===== config.mk =====
export PLATFORM = sky130hd
export DESIGN_NAME = mic_conditioner
export DESIGN_NICKNAME = d
export VERILOG_FILES = /design/src/mic_conditioner.v /design/src/mic_debounce.v
export VERILOG_INCLUDE_DIRS = /design/src
export SDC_FILE = /design/constraint.sdc
export NUM_CORES = 1
export LEC_CHECK = 0
export ABC_AREA = 0
export CAP_MARGIN = 20
export CORE_UTILIZATION = 40
export CTS_CLUSTER_SIZE = 20
export DETAILED_ROUTE_END_ITERATION = 8
export DONT_BUFFER_PORTS = 1
export SLEW_MARGIN = 10
export SYNTH_ARGS = -nofsm -noshare
export SYNTH_HDL_FRONTEND = slang
export SYNTH_HIERARCHICAL = 1
export SYNTH_SLANG_ARGS = --single-unit
export TNS_END_PERCENT = 1

===== constraint.sdc =====
create_clock -name clk -period 2.3 [get_ports clk]
set_input_delay 0 -clock clk [delete_from_list [all_inputs] [get_ports clk]]
set_output_delay 0 -clock clk [all_outputs]
set_load 0.01 [all_outputs]

===== src/mic_consts.vh =====
// constants for the multi-function input conditioner
`ifndef MIC_CONSTS_VH
`define MIC_CONSTS_VH

// register indices on the parameter port
`define MIC_REG_CONTACT_TYPE   3'h0
`define MIC_REG_DEBOUNCE_TIME  3'h1
`define MIC_REG_TERM_STATUS    3'h2
`define MIC_REG_INT_EXT_SEL    3'h3
`define MIC_REG_INT_ACTION     3'h4

// reset values
`define MIC_CONTACT_RST        12'h000
`define MIC_DEBOUNCE_RST       5'h01
`define MIC_INT_EXT_RST        12'h000
`define MIC_ACTION_RST         12'h000
`define MIC_STATUS_IDLE        6'h3F

// debounce setting limits
`define MIC_DEBOUNCE_MIN       5'h01
`define MIC_DEBOUNCE_MAX       5'h14

// terminal function codes
`define MIC_FN_PID_OFF         5'h0F
`define MIC_FN_SHUTOFF         5'h10
`define MIC_FN_PARAM_LOCK      5'h11
`define MIC_FN_CMD_EXT         5'h12
`define MIC_FN_CMD_KEYPAD      5'h13
`define MIC_FN_CMD_COMM        5'h14
`define MIC_FN_DIRECTION       5'h15
`define MIC_FN_FREQ_SRC2       5'h16
`define MIC_FN_FWD_LIMIT       5'h17
`define MIC_FN_REV_LIMIT       5'h18
`define MIC_FN_HAND_AUTO       5'h19

// run command sources
`define MIC_SRC_KEYPAD         2'h0
`define MIC_SRC_EXT_2WIRE      2'h1
`define MIC_SRC_EXT_3WIRE      2'h2
`define MIC_SRC_COMM           2'h3

// timing: debounce unit in microseconds, clock in kHz
`define MIC_DEB_UNIT_US        2000
`define MIC_CLK_KHZ            20000
`define MIC_DEB_UNIT_CYC       ((`MIC_DEB_UNIT_US * `MIC_CLK_KHZ) / 1000)

`endif


===== src/mic_conditioner.v =====
// multi-function input conditioner: terminal polarity, debounce and function decode
//
// Contract
// - function 15 active requests PID disabled
// - function 16 active stops output, coasting; next change requests restart from 0Hz
// - function 17 active blocks all parameter writes
// - function 18: on selects external terminals, off uses configured source
// - function 19: on selects keypad, off uses configured source
// - function 20: on selects communication, off uses configured source
// - function 21 sets direction with top priority if both directions allowed
// - function 22: on selects second frequency source, off the first
// - function 23 active while running forward stops forward running
// - function 24 active while running reverse stops reverse running
// - function 25 switches pump operation between hand and auto mode
// - hand mode: no PID, run and frequency from local controls
// - auto mode ignores jog requests
// - auto mode: only master controls; restarted slave follows master
// - contact-type bit n sets terminal n+1 normally closed
// - contact-type ignored for terminals 1-3 in external 2/3-wire mode
// - debounce delay is setting times 2 ms, setting 1 to 20
// - status active low, reads 63 with nothing active
// - select bit n set makes terminal n+1 internal, else external
// - action bit n drives internal terminal n+1 on
`timescale 1ns/10ps
`include "mic_consts.vh"
module mic_conditioner #(
   parameter NT       = 6,
   parameter UNIT_CYC = `MIC_DEB_UNIT_CYC
) (
   // clock and reset
   input  wire         clk,
   input  wire         reset_n,
   // terminal pins, active low
   input  wire [NT-1:0] term_pin_n,
   // parameter port
   input  wire         par_wr,
   input  wire [2:0]   par_addr,
   input  wire [11:0]  par_wdata,
   output reg  [11:0]  par_rdata_r,
   output reg          par_wr_refused_r,
   // function assignment, 5 bits per terminal
   input  wire [5*NT-1:0] term_func,
   // drive core context
   input  wire [1:0]   run_command_source_setting,
   input  wire         direction_restriction_setting,
   input  wire         first_frequency_source_setting,
   input  wire         running_fwd,
   input  wire         running_rev,
   input  wire         is_master_pump,
   input  wire         jog_req,
   input  wire         run_req,
   // requests to the drive core
   output reg          pid_disable_r,
   output reg          output_shutoff_r,
   output reg          restart_zero_r,
   output reg          param_lock_r,
   output reg  [1:0]   run_src_r,
   output reg          dir_override_r,
   output reg          dir_reverse_r,
   output reg          freq_src2_r,
   output reg          fwd_stop_r,
   output reg          rev_stop_r,
   output reg          hand_mode_r,
   output reg          jog_enable_r,
   output reg          local_control_r,
   output reg          slave_follow_r
);

   // --------------------------------------------------
   // parameter registers
   // --------------------------------------------------
   reg [11:0] contact_type_r;
   reg [4:0]  debounce_time_r;
   reg [11:0] int_ext_sel_r;
   reg [11:0] int_action_r;
   wire [NT-1:0] filt;
   reg  [NT-1:0] active;
   reg  [NT-1:0] status_n;
   wire [4:0] deb_clamped;

   // keep the debounce setting inside 1..20
   assign deb_clamped = (debounce_time_r < `MIC_DEBOUNCE_MIN) ? `MIC_DEBOUNCE_MIN :
                        (debounce_time_r > `MIC_DEBOUNCE_MAX) ? `MIC_DEBOUNCE_MAX :
                        debounce_time_r;

   // writes; all refused while the lock function is active
   always @(posedge clk) begin
      if (!reset_n) begin
         contact_type_r   <= `MIC_CONTACT_RST;
         debounce_time_r  <= `MIC_DEBOUNCE_RST;
         int_ext_sel_r    <= `MIC_INT_EXT_RST;
         int_action_r     <= `MIC_ACTION_RST;
         par_wr_refused_r <= 1'b0;
      end else begin
         par_wr_refused_r <= par_wr & param_lock_r;
         if (par_wr && !param_lock_r) begin
            case (par_addr)
               `MIC_REG_CONTACT_TYPE:  contact_type_r  <= par_wdata;
               `MIC_REG_DEBOUNCE_TIME: debounce_time_r <= par_wdata[4:0];
               `MIC_REG_INT_EXT_SEL:   int_ext_sel_r   <= par_wdata;
               `MIC_REG_INT_ACTION:    int_action_r    <= par_wdata;
               default: ;
            endcase
         end
      end
   end

   // read mux, registered
   always @(posedge clk) begin
      if (!reset_n) begin
         par_rdata_r <= 12'h000;
      end else begin
         case (par_addr)
            `MIC_REG_CONTACT_TYPE:  par_rdata_r <= contact_type_r;
            `MIC_REG_DEBOUNCE_TIME: par_rdata_r <= {7'h00, debounce_time_r};
            `MIC_REG_TERM_STATUS:   par_rdata_r <= {{(12-NT){1'b0}}, status_n};
            `MIC_REG_INT_EXT_SEL:   par_rdata_r <= int_ext_sel_r;
            `MIC_REG_INT_ACTION:    par_rdata_r <= int_action_r;
            default:                par_rdata_r <= 12'h000;
         endcase
      end
   end

   // --------------------------------------------------
   // debounce unit tick, one pulse each 2 ms
   // --------------------------------------------------
   reg [31:0] tick_cnt_r;
   reg        unit_tick_r;

   always @(posedge clk) begin
      if (!reset_n) begin
         tick_cnt_r  <= 32'h0;
         unit_tick_r <= 1'b0;
      end else if (tick_cnt_r >= UNIT_CYC - 1) begin
         tick_cnt_r  <= 32'h0;
         unit_tick_r <= 1'b1;
      end else begin
         tick_cnt_r  <= tick_cnt_r + 32'h1;
         unit_tick_r <= 1'b0;
      end
   end

   // --------------------------------------------------
   // per-terminal synchroniser and debounce
   // --------------------------------------------------
   genvar g;
   generate
      for (g = 0; g < NT; g = g + 1) begin : g_term
         mic_debounce #(
            .CW (5)
         ) u_deb (
            .clk         (clk),
            .reset_n     (reset_n),
            .unit_tick   (unit_tick_r),
            .delay_units (deb_clamped),
            .raw_in      (term_pin_n[g]),
            .idle_level  (1'b1),
            .filt_r      (filt[g])
         );
      end
   endgenerate

   // --------------------------------------------------
   // polarity and internal/external selection
   // --------------------------------------------------
   wire ext_wire_mode;
   assign ext_wire_mode = (run_command_source_setting == `MIC_SRC_EXT_2WIRE) ||
                          (run_command_source_setting == `MIC_SRC_EXT_3WIRE);

   integer i;
   reg     nc;
   always @* begin
      nc = 1'b0;
      for (i = 0; i < NT; i = i + 1) begin
         nc = contact_type_r[i];
         if (ext_wire_mode && i < 3)
            nc = 1'b0;
         if (int_ext_sel_r[i])
            active[i] = int_action_r[i];
         else
            active[i] = (~filt[i]) ^ nc;
      end
   end

   // status word, active low
   always @(posedge clk) begin
      if (!reset_n)
         status_n <= `MIC_STATUS_IDLE;
      else
         status_n <= ~active;
   end

   // --------------------------------------------------
   // function decode
   // --------------------------------------------------
   reg f_pid, f_shut, f_lock, f_ext, f_key, f_comm, f_dir, f_frq, f_fwd, f_rev;
   reg f_hand_assigned, f_auto;
   reg a18, a19, a20;
   reg [4:0] fn;
   integer k;

   always @* begin
      f_pid = 1'b0; f_shut = 1'b0; f_lock = 1'b0; f_ext = 1'b0; f_key = 1'b0;
      f_comm = 1'b0; f_dir = 1'b0; f_frq = 1'b0; f_fwd = 1'b0; f_rev = 1'b0;
      f_hand_assigned = 1'b0; f_auto = 1'b0; a18 = 1'b0; a19 = 1'b0; a20 = 1'b0;
      fn = 5'h00;
      for (k = 0; k < NT; k = k + 1) begin
         fn = term_func[5*k +: 5];
         case (fn)
            `MIC_FN_PID_OFF:    f_pid  = f_pid  | active[k];
            `MIC_FN_SHUTOFF:    f_shut = f_shut | active[k];
            `MIC_FN_PARAM_LOCK: f_lock = f_lock | active[k];
            `MIC_FN_CMD_EXT: begin
               a18 = 1'b1;
               f_ext = f_ext | active[k];
            end
            `MIC_FN_CMD_KEYPAD: begin
               a19 = 1'b1;
               f_key = f_key | active[k];
            end
            `MIC_FN_CMD_COMM: begin
               a20 = 1'b1;
               f_comm = f_comm | active[k];
            end
            `MIC_FN_DIRECTION:  f_dir  = f_dir  | active[k];
            `MIC_FN_FREQ_SRC2:  f_frq  = f_frq  | active[k];
            `MIC_FN_FWD_LIMIT:  f_fwd  = f_fwd  | active[k];
            `MIC_FN_REV_LIMIT:  f_rev  = f_rev  | active[k];
            `MIC_FN_HAND_AUTO: begin
               f_hand_assigned = 1'b1;
               f_auto = f_auto | active[k];
            end
            default: ;
         endcase
      end
   end

   // --------------------------------------------------
   // request registers
   // --------------------------------------------------
   reg shut_prev_r;
   reg slave_stopped_r;
   wire hand;
   assign hand = f_hand_assigned & ~f_auto;

   always @(posedge clk) begin
      if (!reset_n) begin
         pid_disable_r    <= 1'b0;
         output_shutoff_r <= 1'b0;
         restart_zero_r   <= 1'b0;
         shut_prev_r      <= 1'b0;
         param_lock_r     <= 1'b0;
         run_src_r        <= `MIC_SRC_KEYPAD;
         dir_override_r   <= 1'b0;
         dir_reverse_r    <= 1'b0;
         freq_src2_r      <= 1'b0;
         fwd_stop_r       <= 1'b0;
         rev_stop_r       <= 1'b0;
         hand_mode_r      <= 1'b0;
         jog_enable_r     <= 1'b1;
         local_control_r  <= 1'b0;
         slave_follow_r   <= 1'b0;
         slave_stopped_r  <= 1'b0;
      end else begin
         pid_disable_r    <= f_pid | hand;
         shut_prev_r      <= f_shut;
         output_shutoff_r <= f_shut;
         restart_zero_r   <= shut_prev_r & ~f_shut;
         param_lock_r     <= f_lock;
         // command source override, terminal on wins
         if (a18 && f_ext)
            run_src_r <= `MIC_SRC_EXT_2WIRE;
         else if (a19 && f_key)
            run_src_r <= `MIC_SRC_KEYPAD;
         else if (a20 && f_comm)
            run_src_r <= `MIC_SRC_COMM;
         else
            run_src_r <= run_command_source_setting;
         dir_override_r   <= ~direction_restriction_setting;
         dir_reverse_r    <= f_dir & ~direction_restriction_setting;
         freq_src2_r      <= f_frq;
         fwd_stop_r       <= f_fwd & running_fwd;
         rev_stop_r       <= f_rev & running_rev;
         hand_mode_r      <= hand;
         local_control_r  <= hand;
         jog_enable_r     <= ~(f_hand_assigned & f_auto);
         // slave that was stopped and gets a run command follows master
         if (f_hand_assigned && f_auto && !is_master_pump) begin
            if (!run_req)
               slave_stopped_r <= 1'b1;
            else if (slave_stopped_r)
               slave_follow_r <= 1'b1;
         end else begin
            slave_stopped_r <= 1'b0;
            slave_follow_r  <= 1'b0;
         end
      end
   end

endmodule


===== src/mic_debounce.v =====
// one terminal: synchroniser and stable-time debounce filter
`timescale 1ns/10ps
module mic_debounce #(
   parameter CW = 5
) (
   // clock and reset
   input  wire          clk,
   input  wire          reset_n,
   // tick and delay
   input  wire          unit_tick,
   input  wire [CW-1:0] delay_units,
   // raw and filtered level
   input  wire          raw_in,
   input  wire          idle_level,
   output reg           filt_r
);

   reg          sync1_r;
   reg          sync2_r;
   reg [CW-1:0] cnt_r;

   // --------------------------------------------------
   // two-stage synchroniser
   // --------------------------------------------------
   always @(posedge clk) begin
      if (!reset_n) begin
         sync1_r <= idle_level;
         sync2_r <= idle_level;
      end else begin
         sync1_r <= raw_in;
         sync2_r <= sync1_r;
      end
   end

   // --------------------------------------------------
   // stable-time filter
   // --------------------------------------------------
   // count whole units of agreement; any bounce restarts the count
   // one tick beyond the setting, so a partial first unit never shortens the delay
   always @(posedge clk) begin
      if (!reset_n) begin
         cnt_r  <= {CW{1'b0}};
         filt_r <= idle_level;
      end else if (sync2_r == filt_r) begin
         cnt_r <= {CW{1'b0}};
      end else if (unit_tick) begin
         if (cnt_r >= delay_units) begin
            filt_r <= sync2_r;
            cnt_r  <= {CW{1'b0}};
         end else begin
            cnt_r <= cnt_r + 1'b1;
         end
      end
   end

endmodule


==> summary.md, run 1 <==
| Metric | Value |
|---|---|
| RSZ-0062 raised after global routing | yes |
| Period minus WS final | 2.23 ns |
| Die Area | 19800 um2 |
| Detailed-route wire length per cell | 16.0 um |
| Area grow syn2layout | 20.4% |
| Post-Route WL | 19200 um |
| FILL cells | 1809 |
| First-pass GRT wire length | 31500 um |
| Total chip power | 6.43 mW |
| Final Non-Filler Cells | 1195 |
| Yosys warnings | 6 |
| Crit path kind | reg2reg |
| Design Area, Final | 9270 um2 |
| Clock latency at the later pin of the worst-skew pair | 0.43 ns |
| Worst-path cell chain | or3_1, a21oi_2, o311ai_4, dlygate4sd3_1, o211ai_1, o2bb2ai_1 |
| Worst Hold Path Cells | 3 |
| Area after DPL | 8090 um2 |
| Comb power frac | 0.105 |
| DRC Markers | 0 |
| Core area | 18800 um2 |
| Post-DP HPWL | 13200 um |
| Top cell type's share of synthesized area | 0.390 |
| Chip Width | 141 um |
| Reg2reg end | run_src_r[0] |
| Critical path's slowest cell | dlygate4sd3_1 |
| Initial antenna violation count | 1 |
| CP startpoint kind | flip-flop |
| Gp weighted congestion | 0.858 |
| Top FF cell, synth | dfxtp_1 |
| Worst Skew | 0.00953 ns |
| Sw frac | 0.251 |
| Cell taking the most area after synthesis | dfxtp_1 |
| Total grt overflow | 0 |
| Synth area leaders | dfxtp_1 (39%), ha_1 (6.0%), nand2_1 (5.6%) |
| IO Count | 91 |
| # clock sinks | 156 |
| Clock group share of total power | 0.445 |
| WP data arrival | 2.58 ns |
| Post-Syn Area per Cell | 8.89 um2 |
| Hold EP | freq_src2_r |
| Clock buffer depth | 2 |
| Yosys cell types | 73 |
| Leakage | 3.90 nW |
| Placed Cells | 1109 |
| Final worst slack | 0.0717 ns |
| Tcrit/Tclk final | 0.969 |
| R2R Setup Slk | 0.07 ns |
| GRT Util Overall | 0.204 |
| Post-DRT Antenna Nets | 0 |
| Worst VDD drop | 524 uV |
| Die height | 141 um |
| Largest net degree at the start of global routing | 68 |
| Via count | 6324 |
| Crit-path max FO | 4 |
| Clk pin slew, worst setup/hold paths | 0.06 ns |
| Worst R2R Start | g_term[1].u_deb/filt_r |
| Type of destination of the critical path | flip-flop |
| DRT Pass-1 Iters | 5 |
| Worst EP required | 2.65 ns |
| Flop and latch count out of synthesis | 156 |
| Layout cell share with drive strength beyond 1 | 0.0917 |
| Achievable Freq | 449 MHz |
| Sequential share of power | 0.450 |
| CTS root buffer | clkbuf_16 |
| Maxcap violations | 0 |
| Final nets | 1047 |
| Cell family with most CP delay | compound AO/OA/AOI/OAI gates |
| Crit path buffers/inverters | 1 |
| Setup WS pre-CTS | -0.124 ns |
| Sequential share of the synthesized area | 0.414 |
| Initial core utilization | 0.410 |
| Final Hold Viols | 0 |
| Async SR Flop Fraction | 0 |
| Input/output buffers | 0 |
| Vias in the first global route | 6116 |
| Hold_sp | term_func[16] |
| Max incr delay on CP | 0.62 ns |
| Num CTS Buffers | 17 |
| TritonCTS clock tree | done |
| DRT iter0 DRCs | 394 |
| Post-synthesis cell area | 7690 um2 |
| Switching power | 1.61 mW |
| Worst hold path class | in2reg |
| Post-synth EDFFs | 6 |
| Final Max Slew Viols | 0 |
| Internal Power | 4.82 mW |
| Final setup viols | 0 |
| Pwr Density | 694 nW/um2 |
| Reg2Reg Depth | 6 |
| Outcome | completed |
| Cells after synthesis | 865 |
| Core Rows | 50 |
| # H-tree levels | 4 |
| Most numerous cell in the Yosys netlist | dfxtp_1 |
| Vias/cell | 5.29 |
| Slew at the pin with the worst max-slew slack | 0.868 ns |
| Worst slew margin | 0.420 |
| Synth cell count leaders | dfxtp_1 (150), nand2_1 (114), nor2_1 (86) |
-- per-stage QoR --
stage / setup TNS (ns) / utilization / hold slack (ns)
2_1_floorplan: 0 / - / 0.0721
4_1_cts: 0 / 0.492 / 0.00252
6_report: 0 / 0.494 / 0.0226
3_3_place_gp: -0.675 / 0.431 / 0.0741
5_1_grt: -0.0179 / 0.494 / 0.0339
3_5_place_dp: -0.904 / 0.431 / 0.0749
-- logic make-up (layout without fill, tap and decap cells) --
group | after synthesis | after routing | synth area share
fa+ha+maj | 37 | 37 | 0.0602
compound gates | 137 | 137 | 0.138
xor+xnor | 41 | 41 | 0.0477
flops | 156 | 156 | 0.414
buf+inv | 68 | 143 | 0.0353
other cells | 2 | 23 | 0.000976
mux | 48 | 48 | 0.0634
simple gates | 376 | 376 | 0.241
-- layout by cell type, fill, tap and decap left out, drive strengths merged, types with 3 or more instances in the layout --
cell type / n
nand4: 20
a22oi: 15
nor2: 86
nor3b: 7
nand2b: 19
o2111ai: 8
nand3: 29
nand2: 114
xor2: 25
a21boi: 6
nor2b: 31
nor4: 11
edfxtp: 6
nand4b: 3
conb: 22
a221oi: 4
dfxtp: 150
o22ai: 3
mux2: 6
clkbuf: 20
clkinv: 6
o22a: 8
inv: 42
o221ai: 6
ha: 37
mux2i: 42
and2: 7
and3: 25
dlygate4sd3: 51
xnor2: 16
a21oi: 35
or3: 3
nor3: 10
a21o: 7
a31oi: 9
buf: 21
o21ai: 15
-- per-layer routing --
metal  part of all wire  global-route usage  wire, um  up-vias
met5                  0                   0         0        -
met4              0.015              0.0704       287        0
met3              0.042              0.0445       811       23
met2               0.47               0.332      9020      129
met1               0.47               0.266      9050     2967
li1                   -                   -         -     3205
-- registers in the layout (all words and copies together), names as in the netlist, 2 cells and up --
name	cells
int_ext_sel_r	12
debounce_time_r	5
g_term.u_deb/sync1_r	6
run_src_r	2
int_action_r	12
g_term.u_deb/sync2_r	6
g_term.u_deb/cnt_r	30
g_term.u_deb/filt_r	6
par_rdata_r	12
status_n	6
contact_type_r	12
tick_cnt_r	32
-- worst reg2reg max path: stages, from the launching register on --
cell	delay [ns]
edfxtp_1	0.46
or3_1	0.36
a21oi_2	0.22
o311ai_4	0.14
dlygate4sd3_1	0.62
o211ai_1	0.23
o2bb2ai_1	0.14
-- power groups by stage --
stage | clock [mW] | sequential (mW) | combinational [mW]
finish | 2.86 | 2.89 | 0.676
global route | 3.06 | 2.90 | 0.749
CTS | 2.92 | 2.89 | 0.669
detailed placement | 0 | 2.95 | 0.554
global placement | 0 | 2.95 | 0.550
floorplan | 0 | 2.93 | 0.448
-- worst max path at each step --
stage | from | endpoint | slack (ns) | depth (start not counted)
global placement | debounce_time_r[1] | g_term[1].u_deb/filt_r | -0.12 | 6
detailed placement | debounce_time_r[1] | g_term[3].u_deb/filt_r | -0.12 | 6
CTS | g_term[1].u_deb/filt_r | run_src_r[0] | 0.02 | 6
finish | g_term[1].u_deb/filt_r | run_src_r[0] | 0.07 | 6
floorplan | debounce_time_r[1] | g_term[1].u_deb/filt_r | 0.26 | 6
global route | debounce_time_r[2] | g_term[5].u_deb/filt_r | -0.01 | 9
-- area by class of cell --
class                      count  area, um2  share of cell area
timing repair buffer          72        692              0.0747
inverter                      39        146              0.0158
clock buffer                  20        468              0.0505
sequential                   156       3180               0.344
antenna                        1       2.50            0.000270
tap                          234        293              0.0316
multi-input combinational    661       4350               0.469
clock inverter                12        133              0.0143
-- timing repair --
action                     CTS  global route
setup endpoints to repair   33            11
hold buffers                52             0
setup buffers                0             1
hold endpoints to repair   144             0
gates resized for setup      1             6
pin swaps                    0             0
No activity file was read; power rests on OpenSTA's default activity.
==> inputs of run 2 (changes only) <==
--- a/config.mk
+++ b/config.mk
@@ -8,10 +8,11 @@
 export LEC_CHECK = 0
 export ABC_AREA = 0
 export CAP_MARGIN = 20
-export CORE_UTILIZATION = 40
+export CORE_UTILIZATION = 50
 export CTS_CLUSTER_SIZE = 20
 export DETAILED_ROUTE_END_ITERATION = 8
 export DONT_BUFFER_PORTS = 1
+export PLACE_DENSITY = 0.68
 export SLEW_MARGIN = 10
 export SYNTH_ARGS = -nofsm -noshare
 export SYNTH_HDL_FRONTEND = slang
==> summary.md, run 2 (synthesis results as in run 1) <==
| Metric | Value |
|---|---|
| Most frequent cells in the layout | dfxtp_1 (149), nand2_1 (114), nor2_1 (86) |
| Biggest register | tick_cnt_r |
| Leakage | 3.94 nW (+0.99%) |
| Layout cell share with drive strength beyond 1 | 0.0932 (+0.00150) |
| CP startpoint kind | flip-flop |
| Gp weighted congestion | 0.914 (+6.4%) |
| Reg2reg end | rev_stop_r |
| DR WL met2 | 8860 um (-1.7%) |
| # clock sinks | 156 (unchanged) |
| Clock latency at the later pin of the worst-skew pair | 0.44 ns (about the same) |
| Pwr Density | 687 nW/um2 (-0.95%) |
| Largest net degree at the start of global routing | 68 (unchanged) |
| Tcrit/Tclk final | 0.964 (-0.00520) |
| TritonCTS clock tree | done |
| Vias/cell | 5.65 (+6.8%) |
| Die Area | 15900 um2 (-20%) |
| Cell family with most CP delay | buffers and inverters |
| Final nets | 1053 (+0.57%) |
| Achievable Freq | 451 MHz (+0.54%) |
| Crit-path max FO | 5 (+1) |
| DRT iter0 DRCs | 412 (+4.6%) |
| Max incr delay on CP | 0.57 ns (-0.05 ns) |
| Worst VDD drop | 570 uV (+8.7%) |
| Area grow syn2layout | 20.8% |
| Post-Route M1 WL | 8350 um (-7.7%) |
| Die height | 126 um (-10%) |
| FILL cells | 1228 (-32%) |
| Highest metal used | met4 |
| Via count | 6503 (+2.8%) |
| Post-Route WL | 19100 um (-0.36%) |
| Num CTS Buffers | 17 (unchanged) |
| Vias in the first global route | 6247 (+2.1%) |
| Worst Hold Path Cells | 4 (+1) |
| Critical path's slowest cell | dlygate4sd3_1 |
| Final Max Slew Viols | 0 (unchanged) |
| Maxcap violations | 0 (unchanged) |
| Largest register FFs | 32 (unchanged) |
| Type of destination of the critical path | flip-flop |
| WP data arrival | 2.58 ns (about the same) |
| Final Hold Viols | 1 (+1) |
| DRC Markers | 0 (unchanged) |
| Failing checks | hold timing |
| GRT Util Overall | 0.248 (+0.0446) |
| Worst-path cell chain | nor2b_1, mux2i_2, buf_4, and3_4, nand3_1, dlygate4sd3_1, a31oi_1 |
| Period minus WS final | 2.22 ns (-0.0119 ns) |
| Hold_sp | term_func[13] |
| Clk pin slew, worst setup/hold paths | 0.07 ns (about the same) |
| Input/output buffers | 0 (unchanged) |
| Top flop regs | tick_cnt_r (32), g_term.u_deb/cnt_r (30) |
| Crit path kind | reg2reg |
| Commonest non-fill, non-tap cell in the layout | dfxtp_1 |
| R2R Setup Slk | 0.08 ns (about the same) |
| Worst slew margin | 0.505 (+0.0849) |
| Reg2Reg Depth | 7 (+1) |
| # H-tree levels | 4 (unchanged) |
| Core Util, Final | 0.630 (+0.136) |
| IO Count | 91 (unchanged) |
| Post-DP HPWL | 12700 um (-3.7%) |
| DRT Pass-1 Iters | 5 (unchanged) |
| Post-DRT Antenna Nets | 0 (unchanged) |
| Final setup viols | 0 (unchanged) |
| Initial core utilization | 0.521 (+0.112) |
| Core Rows | 44 (-12%) |
| Core area | 14800 um2 (-21%) |
| Outcome | finished with violations |
| RSZ-0062 raised after global routing | yes |
| Slew at the pin with the worst max-slew slack | 0.741 ns (-0.127 ns) |
| Initial antenna violation count | 1 (unchanged) |
| Detailed-route wire length per cell | 16.6 um (+3.4%) |
| Crit path buffers/inverters | 2 (+1) |
| Total grt overflow | 0 (unchanged) |
| Chip Width | 126 um (-10%) |
| Final hold slack | -0.0104 ns (-0.0330 ns) |
| Worst R2R Start | g_term[0].u_deb/filt_r |
| Clock buffer depth | 2 (unchanged) |
| Met3 WL | 1380 um (+70%) |
| Total Neg Setup Slack | 0 ns (unchanged) |
| CTS root buffer | clkbuf_16 |
| First-pass GRT wire length | 31000 um (-1.6%) |
| Worst Skew | 0.0109 ns (+0.00135 ns) |
| Worst EP required | 2.67 ns (+0.02 ns) |
| Worst hold path class | in2reg |
| Hold EP | dir_reverse_r |
## run 2: tightest hold or removal path, stage by stage
cell and delay (ns):
nor2b_1 0.03, nand3_1 0.12, nand3b_1 0.13, a311oi_2 0.09
## run 2: power breakdown
group	total, mW	switching, mW	internal, mW	leakage, nW
sequential	2.89	0.0748	2.82	1.29
clock	2.78	1.16	1.61	0.291
combinational	0.717	0.394	0.323	2.37
## run 2: what timing repair did
item	CTS	global route
setup endpoints to repair	36	12
hold buffers	59	0
pin swaps	0	1
endpoints found under the hold margin	144	0
resized for setup	1	12
buffers inserted	0	1
## run 2: area by class of cell
| cell class | count | area (um2) | share of cell area |
|---|---|---|---|
| Inverter | 39 | 146 | 0.0158 |
| Timing Repair Buffer | 78 | 752 | 0.0809 |
| Tap cell | 184 | 230 | 0.0248 |
| Multi-Input combinational cell | 661 | 4390 | 0.472 |
| Clock inverter | 12 | 114 | 0.0123 |
| Antenna cell | 1 | 2.50 | 0.000269 |
| Sequential cell | 156 | 3180 | 0.343 |
| Clock buffer | 20 | 478 | 0.0514 |
## run 2: per-stage QoR
| stage | power [mW] | hold slack (ns) | cells | area, um2 | setup WS [ns] |
|---|---|---|---|---|---|
| 6_report | 6.39 | -0.0104 | 1151 | 9290 | 0.0836 |
| 2_1_floorplan | 3.38 | 0.0721 | 885 | 7780 | 0.260 |
| 3_3_place_gp | 3.50 | 0.0737 | 1059 | 8020 | -0.117 |
| 5_1_grt | 6.62 | 0.0361 | 1151 | 9290 | -0.0658 |
| 4_1_cts | 6.38 | 0.00226 | 1150 | 9240 | 0.0229 |
| 3_5_place_dp | 3.51 | 0.0743 | 1059 | 8020 | -0.163 |
## run 2: layer usage
metal  vias to the layer above  global-route usage
met2                       208               0.408
li1                       3208                   -
met4                         0               0.116
met3                        46              0.0671
met1                      3041               0.302
met5                         -                   0
## run 2: worst max-delay path by stage
stage | to | slack [ns] | cells past startpoint | startpoint
floorplan | g_term[1].u_deb/filt_r | 0.26 | 6 | debounce_time_r[1]
CTS | rev_stop_r | 0.02 | 7 | g_term[0].u_deb/filt_r
detailed placement | g_term[3].u_deb/filt_r | -0.16 | 6 | debounce_time_r[1]
global placement | g_term[3].u_deb/filt_r | -0.12 | 6 | debounce_time_r[1]
finish | rev_stop_r | 0.08 | 7 | g_term[0].u_deb/filt_r
global route | g_term[0].u_deb/filt_r | -0.07 | 9 | debounce_time_r[2]
==> inputs of run 3 (changes only) <==
--- a/config.mk
+++ b/config.mk
@@ -8,11 +8,10 @@
 export LEC_CHECK = 0
 export ABC_AREA = 0
 export CAP_MARGIN = 20
-export CORE_UTILIZATION = 50
+export CORE_UTILIZATION = 33
 export CTS_CLUSTER_SIZE = 20
 export DETAILED_ROUTE_END_ITERATION = 8
 export DONT_BUFFER_PORTS = 1
-export PLACE_DENSITY = 0.68
 export SLEW_MARGIN = 10
 export SYNTH_ARGS = -nofsm -noshare
 export SYNTH_HDL_FRONTEND = slang
==> summary.md, run 3 (synthesis results as in run 1) <==
| Metric | Value |
|---|---|
| DRT iter0 DRCs | 286 (-31%) |
| Type of destination of the critical path | flip-flop |
| Vias/cell | 5.00 (-11%) |
| Worst Skew | 0.00948 ns (-0.00139 ns) |
| Largest net degree at the start of global routing | 68 (unchanged) |
| Die Area | 23900 um2 (+51%) |
| Tcrit/Tclk final | 0.966 (+0.00220) |
| Cell family with most CP delay | buffers and inverters |
| IO Count | 91 (unchanged) |
| Area after DPL | 8180 um2 (+1.9%) |
| Maxcap violations | 0 (unchanged) |
| TritonCTS clock tree | done |
| Biggest register | tick_cnt_r |
| Initial antenna violation count | 0 (-1) |
| Chip Width | 155 um (+23%) |
| Crit path buffers/inverters | 1 (-1) |
| Post-DRT Antenna Nets | 0 (unchanged) |
| Area grow syn2layout | 21.3% |
| Gp weighted congestion | 0.870 (-4.7%) |
| Clock buffer depth | 2 (unchanged) |
| Core area | 22800 um2 (+54%) |
| Critical path's slowest cell | dlygate4sd3_1 |
| Leakage | 3.89 nW (-1.5%) |
| CTS root buffer | clkbuf_16 |
| Die height | 155 um (+23%) |
| Crit path kind | reg2reg |
| Core Rows | 55 (+25%) |
| Achievable Freq | 450 MHz (-0.23%) |
| FILL cells | 2248 (+83%) |
| Design Area, Final | 9330 um2 (+0.42%) |
| Initial core utilization | 0.338 (-0.184) |
| Most frequent cells in the layout | dfxtp_1 (150), nand2_1 (114), nor2_1 (86) |
| Final nets | 1045 (-0.76%) |
| Worst slew margin | 0.533 (+0.0283) |
| Slew at the pin with the worst max-slew slack | 0.695 ns (-0.0455 ns) |
| Multi-input gate area | 4350 um2 (-0.91%) |
| Worst-path cell chain | nor3b_1, mux2i_2, nand4_1, o22ai_1, dlygate4sd3_1, o31a_1 |
| # clock sinks | 156 (unchanged) |
| Clock latency at the later pin of the worst-skew pair | 0.44 ns (about the same) |
| Post-Route WL | 19300 um (+1.0%) |
| FF+latch area | 3180 um2 (about the same) |
| Total chip power | 6.32 mW (-1.0%) |
| Vias in the first global route | 6253 (+0.096%) |
| Num CTS Buffers | 17 (unchanged) |
| # H-tree levels | 4 (unchanged) |
| Period minus WS final | 2.22 ns (+0.00506 ns) |
| Final Max Slew Viols | 0 (unchanged) |
| Post-CTS setup buffer count | 0 (unchanged) |
| Crit-path max FO | 6 (+1) |
| Largest register FFs | 32 (unchanged) |
| Worst EP required | 2.62 ns (-0.05 ns) |
| GRT Util Overall | 0.170 (-0.0783) |
| Layout cell share with drive strength beyond 1 | 0.0846 (-0.00862) |
| Clk pin slew, worst setup/hold paths | 0.07 ns (about the same) |
| CP startpoint kind | flip-flop |
| Outcome | completed |
| Top flop regs | tick_cnt_r (32), g_term.u_deb/cnt_r (30) |
| Final Hold Viols | 0 (-1) |
| DRC Markers | 0 (unchanged) |
| Max incr delay on CP | 0.56 ns (about the same) |
| Commonest non-fill, non-tap cell in the layout | dfxtp_1 |
| Pwr Density | 678 nW/um2 (-1.4%) |
| ANT cells | 0 (-1) |
| Input/output buffers | 0 (unchanged) |
| Total grt overflow | 0 (unchanged) |
| Detailed-route wire length per cell | 15.2 um (-8.5%) |
| Post-DP HPWL | 13500 um (+6.4%) |
| Via count | 6356 (-2.3%) |
| WP data arrival | 2.55 ns (-0.03 ns) |
| Final setup viols | 0 (unchanged) |
| Worst VDD drop | 410 uV (-28%) |
| First-pass GRT wire length | 31800 um (+2.9%) |
| Worst hold path class | in2reg |
| DRT Pass-1 Iters | 5 (unchanged) |
-- run 3: worst paths after layout --
kind                            from                      end  slack, ns  depth (start not counted)
max           g_term[0].u_deb/filt_r              freq_src2_r       0.08                          6
min reg2reg  g_term[2].u_deb/sync1_r  g_term[2].u_deb/sync2_r       0.43                          2
max reg2reg   g_term[0].u_deb/filt_r              freq_src2_r       0.08                          6
min                    term_func[16]              freq_src2_r       0.01                          3
-- run 3: routing by layer --
layer / global-route usage / routed length [um] / vias up
li1: - / - / 3199
met1: 0.219 / 9090 / 2986
met2: 0.276 / 8820 / 143
met3: 0.0431 / 990 / 28
met4: 0.0580 / 392 / 0
met5: 0 / 0 / -
-- run 3: through the flow --
step	hold WS [ns]	util	setup slack [ns]	cells	setup TNS (ns)
floorplan	0.0721	-	0.260	885	0
global placement	0.0750	0.359	-0.134	1185	-0.786
detailed placement	0.0761	0.359	-0.138	1185	-0.971
CTS	0.000323	0.409	0.0709	1271	0
global route	0.0172	0.410	-0.0450	1271	-0.0450
finish	0.0100	0.410	0.0786	1271	0
-- run 3: layout make-up --
cell class / instances / area share
Timing Repair Buffer: 70 / 0.0744
Multi-Input combinational cell: 661 / 0.466
Clock buffer: 19 / 0.0487
Inverter: 39 / 0.0157
Sequential cell: 156 / 0.341
Clock inverter: 13 / 0.0125
Tap cell: 313 / 0.0420
-- run 3: worst reg2reg max path: stages (launching register included) --
cell           delay (ns)
edfxtp_1             0.52
nor3b_1              0.28
mux2i_2              0.17
nand4_1              0.18
o22ai_1              0.10
dlygate4sd3_1        0.56
o31a_1               0.30
-- run 3: timing repair --
item,in CTS,in global routing
hold buffers,54,0
endpoints found under the hold margin,144,0
setup endpoints to repair,17,7
gates resized for setup,1,4
-- run 3: power breakdown --
part           switching (mW)  leakage, nW  internal [mW]
registers              0.0730         1.29           2.82
clock network            1.27        0.276           1.49
logic                   0.374         2.32          0.302
total                    1.71         3.89           4.61
